[config.mk]
export PLATFORM = sky130hd
export DESIGN_NAME = oscillator_control_status_regs
export DESIGN_NICKNAME = d
export VERILOG_FILES = /design/src/rtl/osc_ctrl_pkg.sv /design/src/rtl/freq_decode.sv /design/src/rtl/startup_timer.sv /design/src/rtl/oscillator_control_status_regs.sv
export VERILOG_INCLUDE_DIRS = /design/src /design/src/rtl
export SDC_FILE = /design/constraint.sdc
export NUM_CORES = 1
export LEC_CHECK = 0
export CAP_MARGIN = 20
export CORE_MARGIN = 2
export CORE_UTILIZATION = 50
export DETAILED_ROUTE_END_ITERATION = 12
export DONT_BUFFER_PORTS = 1
export GPL_TIMING_DRIVEN = 0
export PLACE_DENSITY_LB_ADDON = 0.05
export SYNTH_ARGS = -nofsm -noshare
export SYNTH_HDL_FRONTEND = slang
export SYNTH_SLANG_ARGS = --single-unit
[constraint.sdc]
create_clock -name core_clk -period 2.45 [get_ports core_clk]
set_input_delay 0.245 -clock core_clk [delete_from_list [all_inputs] [get_ports core_clk]]
set_output_delay 0.245 -clock core_clk [all_outputs]
set_load 0.005 [all_outputs]
[src/rtl/osc_ctrl_consts.svh]
/*
  offsets, field positions, reset values and timing counts for the
  oscillator control and status block; include where needed.
*/
`ifndef OSC_CTRL_CONSTS_SVH
`define OSC_CTRL_CONSTS_SVH

`define OSC_CTRL_OFFSET 4'h0
`define OSC_STAT_OFFSET 4'h1
`define OSC_CTRL_RESET 8'h38
`define OSC_FREQ_DEFAULT 4'h7
`define OSC_CTRL_MULT_BIT 7
`define OSC_CTRL_FREQ_HI 6
`define OSC_CTRL_FREQ_LO 3
`define OSC_CTRL_SRC_HI 1
`define OSC_CTRL_SRC_LO 0
`define OSC_STARTUP_COUNT 1024
`define OSC_CFG_INTOSC_MODE 3'h4

`endif

[src/rtl/osc_ctrl_pkg.sv]
/*
  types for the oscillator control block; no assumptions.
*/
package osc_ctrl_pkg;
  typedef enum logic [1:0] {
    SRC_CONFIG = 2'b00,
    SRC_TIMER1 = 2'b01,
    SRC_INTERNAL = 2'b11
  } clk_src_e;

  typedef enum logic [1:0] {
    OSC_LOW = 2'b00,
    OSC_MID = 2'b01,
    OSC_HIGH = 2'b11
  } int_osc_e;

  typedef enum logic [1:0] {
    ST_IDLE = 2'b00,
    ST_COUNT = 2'b01,
    ST_DONE = 2'b11
  } startup_e;
endpackage

[src/rtl/freq_decode.sv]
/*
  maps the internal frequency select code to oscillator and divider;
  assumes a registered code on the same clock.
*/
`timescale 1ns/1ps
module freq_decode
  import osc_ctrl_pkg::*;
(
  input wire logic [3:0] internal_freq_select,
  output osc_ctrl_pkg::int_osc_e osc_sel,
  output logic [9:0] div_log
);
  // duplicates come from the high oscillator by division
  always_comb begin
    osc_sel = OSC_HIGH;
    div_log = 10'h000;
    case (internal_freq_select)
      4'h0, 4'h1: begin
        osc_sel = OSC_LOW;
        div_log = 10'h000;
      end
      4'h2: begin
        osc_sel = OSC_MID;
        div_log = 10'h004;
      end
      4'h3: div_log = 10'h009;
      4'h4: begin
        osc_sel = OSC_MID;
        div_log = 10'h003;
      end
      4'h5: begin
        osc_sel = OSC_MID;
        div_log = 10'h002;
      end
      4'h6: begin
        osc_sel = OSC_MID;
        div_log = 10'h001;
      end
      4'h7: begin
        osc_sel = OSC_MID;
        div_log = 10'h000;
      end
      4'h8: div_log = 10'h007;
      4'h9: div_log = 10'h006;
      4'ha: div_log = 10'h005;
      4'hb: div_log = 10'h004;
      4'hc: div_log = 10'h003;
      4'hd: div_log = 10'h002;
      4'he: div_log = 10'h001;
      default: div_log = 10'h000;
    endcase
  end
endmodule

[src/rtl/startup_timer.sv]
/*
  counts external oscillator pulses before switchover; the pulse
  input is already synchronised to core_clk.
*/
`timescale 1ns/1ps
`include "osc_ctrl_consts.svh"
module startup_timer
  import osc_ctrl_pkg::*;
#(
  parameter int COUNT = `OSC_STARTUP_COUNT
) (
  input wire logic core_clk,
  input wire logic rst_n,
  input wire logic clk_en,
  input wire logic restart,
  input wire logic enable,
  input wire logic osc_tick,
  output logic done
);
  typedef struct packed {
    startup_e st;
    logic [10:0] cnt;
  } tmr_s;
  tmr_s q, d;

  // restart beats everything so a source change always re-times
  always_comb begin
    d = q;
    if (restart || !enable) begin
      d.st = ST_COUNT;
      d.cnt = 11'h000;
    end else if (q.st == ST_COUNT && osc_tick) begin
      if (q.cnt == 11'(COUNT - 1))
        d.st = ST_DONE;
      else
        d.cnt = q.cnt + 11'h001;
    end
  end

  // counting from reset, so the first start-up is timed without a write
  always_ff @(posedge core_clk or negedge rst_n) begin
    if (!rst_n) begin
      q <= '{st: ST_COUNT, cnt: 11'h000};
    end else if (clk_en) begin
      q <= d;
    end
  end

  assign done = (q.st == ST_DONE);
endmodule

[src/rtl/oscillator_control_status_regs.sv]
/*
  oscillator control and status registers with start-up timing and
  clock source choice; assumes oscillator status pins come from other
  domains and are synchronised here, plain register port on core_clk.
*/
// Behaviour
// - frequency code maps to fixed oscillator frequency
// - duplicate codes divide the high oscillator
// - source select picks internal, timer1, config
// - timer1 ready follows oscillator when enabled
// - timer1 ready reads one when disabled
// - timeout status set when running config clock
// - high oscillator ready bit reflects readiness
// - high oscillator locked within two percent
// - mid oscillator ready bit reflects readiness
// - low oscillator ready bit reflects readiness
// - high oscillator stable within half percent
// - crystal modes wait 1024 oscillations first
// - failsafe fallback uses selected internal clock
// - changing source select restarts start-up timer
`timescale 1ns/1ps
`include "osc_ctrl_consts.svh"
module oscillator_control_status_regs
  import osc_ctrl_pkg::*;
#(
  parameter int STARTUP_COUNT = `OSC_STARTUP_COUNT
) (
  input wire logic core_clk,
  input wire logic rst_n,
  input wire logic clk_en,
  input wire logic [3:0] reg_addr,
  input wire logic [7:0] reg_wdata,
  input wire logic reg_wr,
  input wire logic reg_rd,
  output logic [7:0] reg_rdata,
  input wire logic [2:0] cfg_osc_mode,
  input wire logic cfg_mult_enable,
  input wire logic timer1_osc_enable,
  input wire logic timer1_osc_rdy_in,
  input wire logic mult_rdy_in,
  input wire logic ext_osc_tick,
  input wire logic ext_osc_failed,
  input wire logic high_osc_rdy_in,
  input wire logic high_osc_lock_in,
  input wire logic mid_osc_rdy_in,
  input wire logic low_osc_rdy_in,
  input wire logic high_osc_stable_in,
  output logic mult_enable,
  output logic [1:0] sysclk_sel,
  output logic [1:0] int_osc_sel,
  output logic [9:0] int_div_log
);
  localparam int NSYNC = 9;

  typedef struct packed {
    logic soft_mult_enable;
    logic [3:0] internal_freq_select;
    logic [1:0] sysclk_source_select;
    logic [NSYNC-1:0] sync1;
    logic [NSYNC-1:0] sync2;
    logic tick_prev;
    logic [7:0] rdata;
    logic [1:0] sysclk;
  } regs_s;
  regs_s q, d;

  logic [NSYNC-1:0] raw_in;
  logic [NSYNC-1:0] s;
  logic timer1_osc_ready, mult_ready, startup_timeout_status;
  logic high_int_osc_ready, high_int_osc_locked, mid_int_osc_ready;
  logic low_int_osc_ready, high_int_osc_stable;
  logic src_write, tick_pulse, crystal_mode, st_done, t1_en;
  logic [7:0] ctrl_word, stat_word;
  int_osc_e osc_sel;

  // asynchronous status pins gathered for one synchroniser bank
  assign raw_in = {timer1_osc_enable, timer1_osc_rdy_in, mult_rdy_in,
                   ext_osc_tick, high_osc_rdy_in, high_osc_lock_in,
                   mid_osc_rdy_in, low_osc_rdy_in, high_osc_stable_in};
  assign s = q.sync2;
  assign t1_en = s[8];

  // status bits read only second-stage values
  assign timer1_osc_ready = t1_en ? s[7] : 1'b1;
  assign mult_ready = s[6];
  assign high_int_osc_ready = s[4];
  assign high_int_osc_locked = s[3];
  assign mid_int_osc_ready = s[2];
  assign low_int_osc_ready = s[1];
  assign high_int_osc_stable = s[0];

  // rising edge of the external oscillator, seen after sync
  assign tick_pulse = s[5] & ~q.tick_prev;

  // only a change to the select field counts, same-value writes do not
  assign src_write = reg_wr && (reg_addr == `OSC_CTRL_OFFSET) &&
    (reg_wdata[`OSC_CTRL_SRC_HI:`OSC_CTRL_SRC_LO] !=
     q.sysclk_source_select);

  // crystal type config modes need the start-up count
  assign crystal_mode = (cfg_osc_mode < 3'h3);

  startup_timer #(
    .COUNT(STARTUP_COUNT)
  ) u_startup (
    .core_clk(core_clk),
    .rst_n(rst_n),
    .clk_en(clk_en),
    .restart(src_write),
    .enable(crystal_mode),
    .osc_tick(tick_pulse),
    .done(st_done)
  );

  freq_decode u_freq (
    .internal_freq_select(q.internal_freq_select),
    .osc_sel(osc_sel),
    .div_log(int_div_log)
  );

  assign int_osc_sel = osc_sel;

  // non-crystal modes need no wait; internal mode code never reports
  assign startup_timeout_status = (q.sysclk == SRC_CONFIG) &&
    (cfg_osc_mode != `OSC_CFG_INTOSC_MODE);

  // software or config bit turns the multiplier on
  assign mult_enable = q.soft_mult_enable | cfg_mult_enable;

  assign ctrl_word = {q.soft_mult_enable, q.internal_freq_select,
                      1'b0, q.sysclk_source_select};
  assign stat_word = {timer1_osc_ready, mult_ready,
                      startup_timeout_status, high_int_osc_ready,
                      high_int_osc_locked, mid_int_osc_ready,
                      low_int_osc_ready, high_int_osc_stable};

  // next-state: writes, source choice, synchronisers, read data
  always_comb begin
    d = q;
    d.sync1 = raw_in;
    d.sync2 = q.sync1;
    d.tick_prev = s[5];
    if (reg_wr && reg_addr == `OSC_CTRL_OFFSET) begin
      d.soft_mult_enable = reg_wdata[`OSC_CTRL_MULT_BIT];
      d.internal_freq_select =
        reg_wdata[`OSC_CTRL_FREQ_HI:`OSC_CTRL_FREQ_LO];
      d.sysclk_source_select =
        reg_wdata[`OSC_CTRL_SRC_HI:`OSC_CTRL_SRC_LO];
    end
    // source choice; internal fallback while waiting or failed
    if (q.sysclk_source_select[1])
      d.sysclk = SRC_INTERNAL;
    else if (q.sysclk_source_select == 2'b01)
      d.sysclk = SRC_TIMER1;
    else if (crystal_mode && !st_done)
      d.sysclk = SRC_INTERNAL;
    else if (ext_osc_failed)
      d.sysclk = SRC_INTERNAL;
    else if (cfg_osc_mode == `OSC_CFG_INTOSC_MODE)
      d.sysclk = SRC_INTERNAL;
    else
      d.sysclk = SRC_CONFIG;
    // read data stand one cycle after the strobe; unmapped read zero
    d.rdata = 8'h00;
    if (reg_rd) begin
      case (reg_addr)
        `OSC_CTRL_OFFSET: d.rdata = ctrl_word;
        `OSC_STAT_OFFSET: d.rdata = stat_word;
        default: d.rdata = 8'h00;
      endcase
    end
  end

  // all state frozen while clock enable is low
  always_ff @(posedge core_clk or negedge rst_n) begin
    if (!rst_n) begin
      q.soft_mult_enable <= 1'b0;
      q.internal_freq_select <= `OSC_FREQ_DEFAULT;
      q.sysclk_source_select <= 2'b00;
      q.sync1 <= '0;
      q.sync2 <= '0;
      q.tick_prev <= 1'b0;
      q.rdata <= 8'h00;
      q.sysclk <= 2'b11;
    end else if (clk_en) begin
      q <= d;
    end
  end

  assign reg_rdata = q.rdata;
  assign sysclk_sel = q.sysclk;
endmodule

# Word level (Yosys, flattened, before mapping)
# Cells that the tools add are included.
[word_totals]
wordCells = 74
memories = 0
ff_bits = 49
inputBits = 31
latchBits = 0
mem_bits_ro = 0
ram_bits = 0
out_inout_bits = 23
[op_classes]
muxes = 14
n_div = 0
n_lt_le_gt_ge = 1
n_mul = 0
n_eq_ne = 23
shifts = 0
n_addsub = 1
bitwise_logic = 3
reduce_logical = 22
[op_table]
columns = ["op", "n"]
rows = [
  ["one-hot mux 4 bit (8 select lines)", 1],
  ["== test 4 bit, second input constant", 7],
  ["2-to-1 mux 13 bit", 2],
  ["== test 4 x 3 -> 1 bit, second input constant", 4],
  ["one-hot mux 8 bit (2 select lines)", 1],
  ["2-to-1 mux 2 bit", 6],
  ["adder 11 x 1 -> 11 bit, second input constant", 1],
  ["== test 11 x 10 -> 1 bit, second input constant", 1],
  ["2-to-1 mux 11 bit", 1],
  ["OR reduction 2 bit", 5],
  ["== test 4 x 1 -> 1 bit, second input constant", 2],
  ["== test 4 x 2 -> 1 bit, second input constant", 2],
  ["zero test 4 bit", 2],
  ["2-to-1 mux 8 bit", 1],
  ["AND reduction 3 bit", 2],
  ["logical AND 1 bit", 5],
  ["OR reduction 5 bit", 1],
  ["== test 2 x 1 -> 1 bit, second input constant", 2],
  ["one-hot mux 2 bit (2 select lines)", 1],
  ["nonzero test 2 bit", 2],
  ["== test 3 bit, second input constant", 1],
  ["< comparator 3 x 2 -> 1 bit, second input constant", 1],
  ["inequality test 3 bit, second input constant", 1],
  ["== test 2 bit, second input constant", 1],
  ["10 further kinds", 11],
]

# Depth between registers and ports, before layout
# Gate-level depths: netlist of the first run.
[logic_depth]
ltp_word = 6
depth_mapped = 7

# By module
# A second synthesis of the first run with hierarchy kept.
[hier_totals]
cells_unflattened = 211
hier_area_um2 = 2472.4
[modules_own_cells]
columns = ["module", "seq_area_each_um2", "cells_each", "area_per_inst_um2", "instances"]
rows = [
  ["oscillator_control_status_regs", 907.1, 120, 1637.8, 1],
  ["startup_timer", 300.3, 74, 733.2, 1],
  ["freq_decode", 0.0, 17, 101.3, 1],
]

# Least setup slack after synthesis of the first run
# OpenSTA, ideal clock, no wires.
[synth_timing]
path_kind = "reg-to-reg"
startpoint = "register u_startup.q[0] in the netlist's numbering"
endpoint = "register u_startup.q[0] in the netlist's numbering"
stages_incl_launch_ff = 7
t_arrival_ns = 1.663
setup_ns = 0.125
path_slack_ns = 0.663
cell_sequence = "dfrtp_1 > ha_1 > and3_2 > nand3_1 > o31ai_1 > nor2_1 > mux2_2"
[synth_between]
elab_chain_len = 4
[synth_lines]
columns = ["element", "line_no", "rtl"]
rows = [
  ["start: declaration", "startup_timer.sv:24", "tmr_s q, d;"],
  ["start signal: assignment", "startup_timer.sv:43", "q <= '{st: ST_COUNT, cnt: 11'h000};"],
  ["adder 11 x 1 -> 11 bit", "startup_timer.sv:36", "d.cnt = q.cnt + 11'h001;"],
  ["2-to-1 mux 11 bit", "startup_timer.sv:33", "if (q.cnt == 11'(COUNT - 1))"],
  ["2-to-1 mux 13 bit", "startup_timer.sv:32", "end else if (q.st == ST_COUNT && osc_tick) begin"],
  ["2-to-1 mux 13 bit", "startup_timer.sv:29", "if (restart || !enable) begin"],
]
# Parallel ways exist; a longest one is shown, timed or not. The select of a mux whose other input is x is not followed.
# A chain may end at the register's enable or synchronous reset.

# Worst setup path after layout of the first run
# Ends and elaborated chain as after synthesis.

==> key figures, run 1 <==
Detailed routing
  • Starting DRT DRC Count: 90
  • DRC Markers: 0
  • Vias per cell: 6.10
  • Routed WL: ~4.8 mm
  • Routed Antenna Nets: 0
  • Routed WL per cell: between 15 and 20 um
  • Drt first pass iters: 4
  • Vias: 1660

Synthesis
  • EDFF count, synth: 0
  • Syn Inst Count: approximately 210
  • Synth warnings: 0
  • FF+latch count, synth: 48
  • Fraction of registers with async set/reset: 1.00
  • Mapped Area: 0.00235 mm^2
  • Synth unique cells: 41
  • Sequential-to-total area share from yosys stat: 0.514
  • Mapped Avg Cell Area: 11.5 um^2
  • Primary FF master, synth: dfrtp_1

Clock network
  • Clock Tree Buf Depth: 2
  • Clock tree root buffer cell: clkbuf_8
  • Worst skew pair latency: about 0.3 ns
  • H-tree Lvls: 2
  • Clk sink count: 48
  • Worst-path clk slew: about 0.090 ns
  • Clock buffer count from CTS: 5
  • CTS tree: built

GRT
  • Grt total ovfl: 0
  • GRT Util Overall: 0.195
  • First-pass GRT wire length: 7.85 mm
  • Antenna violations before repair: 0
  • Largest net degree at the start of global routing: approximately 50
  • Number of global-route vias before repair: 1632

Power and ir drop
  • Peak supply drop: roughly 0.45 mV
  • Internal: roughly 1.3 mW
  • Logic pwr share: 0.141
  • Switch Pwr: between 400 and 500 uW
  • Pleak: 1.13 nW
  • PwrDens: approximately 700 mW/mm^2
  • Seq pwr share: 0.537
  • Switch share: 0.256
  • Pwr Total: about 1.8 mW
  • Clock power frac: 0.322

STA
  • Setup_tns: 0 ns
  • Final setup viols: 0
  • Worst Max-Slew Pin Slew: 0.785 ns
  • Worst hold slack: 0.0629 ns
  • Final hold vios: 0
  • Max-slew violations: 0
  • Slew margin rel.: 0.475
  • Fmax: 481 MHz
  • Clock Skew: a little under 0.006 ns
  • Final worst-path cycle share: 0.849
  • RSZ-0062 raised after global routing: false
  • Tmin final: 2.08 ns

Setup path
  • Required time worst endpoint: roughly 2.6 ns
  • Max stage delay cell, worst path: o31ai_1
  • Reg2Reg Launch Point: u_startup.q[0]$_DFFE_PN0P_
  • CP Launch Type: register
  • Max FO, Critical Path: 5
  • CP Data Arrival Time: approximately 2.3 ns
  • Crit Path Class: register to register
  • Critical path's largest stage delay: approximately 0.49 ns
  • R2R depth: 6
  • CP Capture Type: register
  • Crit-path leading delay family: simple AND/OR/NAND/NOR gates
  • R2R Path End: u_startup.q[0]$_DFFE_PN0P_
  • Reg2reg setup slack: between 0.3 and 0.4 ns
  • Worst path cell trace: ha_1, and3_2, nand3_1, o31ai_1, nor2_1, mux2_2
  • CP Buf/Inv Count: 0

Floorplanning
  • DIE AREA: 0.00526 mm^2
  • Core ar.: ~0.0044 mm^2
  • DIE HEIGHT: between 70 and 80 um
  • Top Ports: 54
  • Cell row count: 24
  • Starting Density: 0.528
  • Die Span X: ~73 um

Layout
  • Share of cells above drive strength 1: 0.300
  • FF/Latch Area: around 0.0012 mm^2
  • Number of diodes: 0
  • Final #Nets: 251
  • Final Non-Filler Cells: about 270
  • Finished Cell Area: roughly 0.0026 mm^2
  • Fillers: between 300 and 400
  • Area Growth Syn to Fin: 9.91%
  • Multi-input gate area: 961 um^2

Place
  • Detailed Place HPWL: approximately 3.5 mm
  • PortBufs: 0
  • Placed Cells: about 260
  • Placer Congestion: just over 0.8
  • Dpl cell area: roughly 0.0024 mm^2

Worst hold path
  • Worst min-delay path startpoint: reg_wdata[3]
  • WHS Endpoint: ctrl_word[3]$_DFFE_PN1P_
  • Hold Path Stages: 2
  • Worst min path class: input port to register

Flow run
  • Max Cap Viol: 0

Status
  • Status: complete, no violations
registers in the layout, summed over array words and instances (netlist names):
signal       cells
ctrl_word        7
sysclk_sel       2
u_startup.q     12
reg_rdata        8
s                9
d                9
q                1
worst register-to-register path: cells and delay by family, from the launching register on:
kind	cells	cell delay [ns]
and+or+nand+nor	3	0.59
muxes	1	0.29
DFF	1	0.39
adders and majority gates	1	0.21
AOI/OAI and AO/OA	1	0.49
metrics by stage:
stage | util | setup slack (ns)
after global placement | 0.547 | 0.480
after detailed placement | 0.547 | 0.408
after floorplan | - | 0.663
after global routing | 0.581 | 0.244
after CTS | 0.581 | 0.388
final | 0.581 | 0.370
final cells by class:
class / instances / share of cell area
Buffer: 22 / 0.0640
Clock buffer: 5 / 0.0267
Clock inverter: 3 / 0.0165
Inverter: 9 / 0.0131
Multi-Input combinational cell: 131 / 0.372
Sequential cell: 48 / 0.468
Tap cell: 52 / 0.0252
Timing Repair Buffer: 2 / 0.0145
placed cells by master, fill, tap and decap left out, types with 5 or more instances in the layout:
master    count
a21o_1        5
a22oi_1       7
a31oi_1       8
buf_4        16
clkbuf_8      5
conb_1        6
dfrtp_1      43
dfstp_2       5
inv_1         9
mux2_2       26
nand2_1       8
nor2_1       15
o22ai_1       9
Yosys cell counts (all sizes together), types with 5 or more instances:
master  instances  area share
buf            19       0.066
dfrtp          43        0.46
o22ai           9       0.024
nand2           8       0.013
a22oi           7       0.022
inv             9       0.014
a31oi           8       0.021
dfstp           5       0.056
nor2           15       0.024
a21o            5       0.016
a22o            5       0.022
mux2           26        0.12
logic make-up (layout without fill, tap and decap cells):
| family | count (synthesis) | count (layout) | share of synthesized area |
|---|---|---|---|
| compound gates | 49 | 49 | 0.152 |
| flops | 48 | 48 | 0.514 |
| simple gates | 47 | 47 | 0.110 |
| buf+inv | 31 | 41 | 0.0847 |
| mux | 26 | 26 | 0.125 |
| xor+xnor | 2 | 2 | 0.00746 |
| fa+ha+maj | 1 | 1 | 0.00533 |
| other cells | 1 | 6 | 0.00160 |
timing repair:
action | 4_1_cts | 5_1_grt
gates resized for setup | 0 | 0
hold buffers | 2 | 0
endpoints found under the hold margin | 48 | 0
setup buffers | 0 | 0
power by group through the flow:
stage	clock network (mW)	registers, mW	logic, mW
2_1_floorplan	0	0.935	0.193
3_3_place_gp	0	0.953	0.215
3_5_place_dp	0	0.960	0.226
4_1_cts	0.580	0.943	0.249
5_1_grt	0.616	0.956	0.272
6_report	0.564	0.943	0.247
worst max path at each step:
stage | startpoint | to | slack (ns) | depth (start not counted)
2_1_floorplan | u_startup.q[0]$_DFFE_PN0P_ | u_startup.q[0]$_DFFE_PN0P_ | 0.66 | 6
3_3_place_gp | u_startup.q[0]$_DFFE_PN0P_ | u_startup.q[0]$_DFFE_PN0P_ | 0.48 | 6
3_5_place_dp | u_startup.q[0]$_DFFE_PN0P_ | u_startup.q[0]$_DFFE_PN0P_ | 0.41 | 6
4_1_cts | u_startup.q[0]$_DFFE_PN0P_ | u_startup.q[0]$_DFFE_PN0P_ | 0.39 | 6
5_1_grt | u_startup.q[0]$_DFFE_PN0P_ | u_startup.q[0]$_DFFE_PN0P_ | 0.24 | 6
6_report | u_startup.q[0]$_DFFE_PN0P_ | u_startup.q[0]$_DFFE_PN0P_ | 0.37 | 6
layer usage:
metal  vias up  part of all wire  track usage
met4         0             0.016       0.0617
met2        63              0.48        0.311
met5         -                 0            0
li1        757                 -            -
met1       831              0.45        0.260
met3         9             0.056       0.0528
(Power assumes the default switching activity.)
==> run 2, diff against run 1 <==
==> constraint.sdc (replaced) <==
create_clock -name core_clk -period 2 [get_ports core_clk]
set_input_delay 0.2 -clock core_clk [delete_from_list [all_inputs] [get_ports core_clk]]
set_output_delay 0.2 -clock core_clk [all_outputs]
set_load 0.005 [all_outputs]
==> run 2 against run 1 <==
Effect of this change:
- die area is the same
- sequential cell count is the same
- final area grew 1.2%
- worst hold slack lost 0.045 ns
- critical path depth grew 1
- fmax grew 10%
- critical path type unchanged
==> key figures, run 2 (synthesized netlist as in run 1, its figures left out) <==
Detailed routing
  • Vias: 1665 (+0.30%)
  • Routed Antenna Nets: 0 (unchanged)
  • Starting DRT DRC Count: 98 (+8.9%)
  • Metal2 WL: 2.29 mm (unchanged)
  • DRC Markers: 0 (unchanged)
  • M1 wire length: 2.18 mm (+0.23%)
  • Topmost layer with routed signal wires: met4
  • Drt first pass iters: 4 (unchanged)
  • Vias per cell: 6.12 (+0.30%)
  • Routed WL per cell: 17.8 um (+0.44%)
  • Metal3 WL: 277 um (+1.8%)
  • Routed WL: 4.84 mm (+0.44%)

GRT
  • Antenna violations before repair: 0 (unchanged)
  • Number of global-route vias before repair: 1627 (-0.31%)
  • Grt total ovfl: 0 (unchanged)
  • Largest net degree at the start of global routing: 49 (unchanged)
  • GRT Util Overall: 0.195 (+0.000295)
  • First-pass GRT wire length: 7.86 mm (+0.18%)

Setup path
  • CP Capture Type: register
  • CP Data Arrival Time: 2.11 ns (-0.16 ns)
  • Crit. Startpoint: u_startup.q[0]$_DFFE_PN0P_
  • Reg2Reg Launch Point: u_startup.q[0]$_DFFE_PN0P_
  • Max FO, Critical Path: 10 (+5)
  • R2R Path End: u_startup.q[2]$_DFFE_PN0P_
  • Crit Path Class: register to register
  • Reg2reg setup slack: 0.11 ns (-0.26 ns)
  • CP Launch Type: register
  • Required time worst endpoint: 2.22 ns (-0.42 ns)
  • R2R depth: 7 (+1)

Worst hold path
  • Worst min path class: input port to register
  • WHS Endpoint: ctrl_word[3]$_DFFE_PN1P_
  • Hold Path Stages: 2 (unchanged)
  • Worst min-delay path startpoint: reg_wdata[3]

STA
  • Final hold vios: 0 (unchanged)
  • Slew margin rel.: 0.477 (+0.00183)
  • Worst Max-Slew Pin Slew: 0.783 ns (-0.00273 ns)
  • Max-slew violations: 0 (unchanged)
  • Setup WS post-layout: 0.111 ns (-0.259 ns)
  • Fmax: 529 MHz (+10%)
  • Final worst-path cycle share: 0.945 (+0.0954)
  • Final setup viols: 0 (unchanged)
  • Tmin final: 1.89 ns (-0.191 ns)
  • Clock Skew: 0.00524 ns (-0.000660 ns)
  • RSZ-0062 raised after global routing: false
  • Setup_tns: 0 ns (unchanged)

Floorplanning
  • DIE AREA: 0.00526 mm^2 (unchanged)
  • DIE HEIGHT: 72.5 um (unchanged)
  • Core ar.: 0.00444 mm^2 (unchanged)
  • Top Ports: 54 (unchanged)
  • Cell row count: 24 (unchanged)
  • Starting Density: 0.528 (unchanged)
  • Die Span X: 72.5 um (unchanged)

Layout
  • Share of cells above drive strength 1: 0.318 (+0.0182)
  • Most common cell after layout, fill and taps aside: dfrtp_1
  • FF/Latch Area: 0.00121 mm^2 (unchanged)
  • Final #Nets: 251 (unchanged)
  • Finished Cell Area: 0.00261 mm^2 (+1.2%)
  • Area Growth Syn to Fin: 11.2%
  • Multi-input gate area: 992 um^2 (+3.3%)
  • Fillers: 384 (-1.0%)
  • Max FFs per register: 12 (unchanged)
  • Number of diodes: 0 (unchanged)
  • Core Util, Final: 0.588 (+0.00704)
  • Most flop-heavy register: u_startup.q
  • Most frequent cells in the layout: dfrtp_1 (43), mux2_2 (26), buf_4 (16), nor2_1 (15)

Power and ir drop
  • Switch Pwr: 555 uW (+24%)
  • Seq pwr share: 0.535 (-0.002)
  • Switch share: 0.257 (+0.00170)
  • Clock power frac: 0.322 (about the same)
  • Logic pwr share: 0.143 (+0.002)
  • Internal: 1.60 mW (+23%)
  • Pleak: 1.14 nW (+0.26%)
  • Peak supply drop: 0.557 mV (+23%)
  • PwrDens: 826 mW/mm^2 (+22%)

Clock network
  • Clock Tree Buf Depth: 2 (unchanged)
  • Worst-path clk slew: 0.09 ns (about the same)
  • CTS tree: built
  • Clock tree root buffer cell: clkbuf_8
  • Post-CTS Setup Bufs: 0 (unchanged)
  • H-tree Lvls: 2 (unchanged)
  • Worst skew pair latency: 0.30 ns (about the same)
  • Clk sink count: 48 (unchanged)
  • Clock buffer count from CTS: 5 (unchanged)

Place
  • Detailed Place HPWL: 3.53 mm (unchanged)
  • PortBufs: 0 (unchanged)
  • Placer Congestion: 0.818 (unchanged)
  • Dpl cell area: 0.00243 mm^2 (unchanged)
  • Dpl ws: -0.0420 ns (-0.450 ns)

Flow run
  • Max Cap Viol: 0 (unchanged)

Status
  • Status: complete, no violations
-- run 2: cell counts in the layout (fill, tap and decap cells not counted) --
Identical to the previous run, type by type.
-- run 2: power by group through the flow --
| stage | logic (mW) | clock network, mW | registers, mW |
|---|---|---|---|
| floorplan | 0.236 | 0 | 1.15 |
| global placement | 0.263 | 0 | 1.17 |
| detailed placement | 0.276 | 0 | 1.18 |
| CTS | 0.306 | 0.711 | 1.16 |
| global route | 0.340 | 0.755 | 1.17 |
| finish | 0.308 | 0.695 | 1.16 |
-- run 2: stage by stage --
| stage | total power, mW | std cells | hold slack, ns |
|---|---|---|---|
| floorplan | 1.38 | 210 | -0.0956 |
| global placement | 1.43 | 262 | -0.0945 |
| detailed placement | 1.45 | 262 | -0.0946 |
| CTS | 2.17 | 272 | 0.0145 |
| global route | 2.27 | 272 | 0.0239 |
| finish | 2.16 | 272 | 0.0175 |
-- run 2: repair_timing --
| action | in CTS | in global routing |
|---|---|---|
| gates resized for setup | 1 | 4 |
| hold buffers | 2 | 0 |
| hold endpoints to repair | 48 | 0 |
| setup endpoints to repair | 3 | 6 |
-- run 2: worst max path at each step --
stage                                       to  slack [ns]  cells after the start
finish              u_startup.q[2]$_DFFE_PN0P_        0.11                      7
detailed placement  u_startup.q[0]$_DFFE_PN0P_       -0.04                      6
CTS                 u_startup.q[0]$_DFFE_PN0P_        0.06                      6
global placement    u_startup.q[0]$_DFFE_PN0P_        0.03                      6
global route        u_startup.q[2]$_DFFE_PN0P_        0.02                      7
floorplan           u_startup.q[0]$_DFFE_PN0P_        0.21                      6
-- run 2: routing by layer --
layer,GRT usage,vias to the layer above
li1,-,756
met1,0.261,831
met2,0.311,67
met3,0.0528,11
met4,0.0617,0
met5,0,-
-- run 2: cell type report --
| cell class | instances | area share |
|---|---|---|
| repair buffers | 2 | 0.0144 |
| well taps | 52 | 0.0249 |
| clock buffers | 5 | 0.0263 |
| multi-input cells | 131 | 0.380 |
| plain buffers | 22 | 0.0632 |
| inverters | 9 | 0.0129 |
| flip-flops and latches | 48 | 0.462 |
| clock inverters | 3 | 0.0163 |
-- run 2: worst max-delay path, stage by stage (launching register included) --
cell     delay (ns)
dfrtp_1        0.39
ha_1           0.21
and3_2         0.23
nand3_2        0.14
o31a_1         0.35
buf_6          0.15
a21o_1         0.18
a31oi_1        0.15
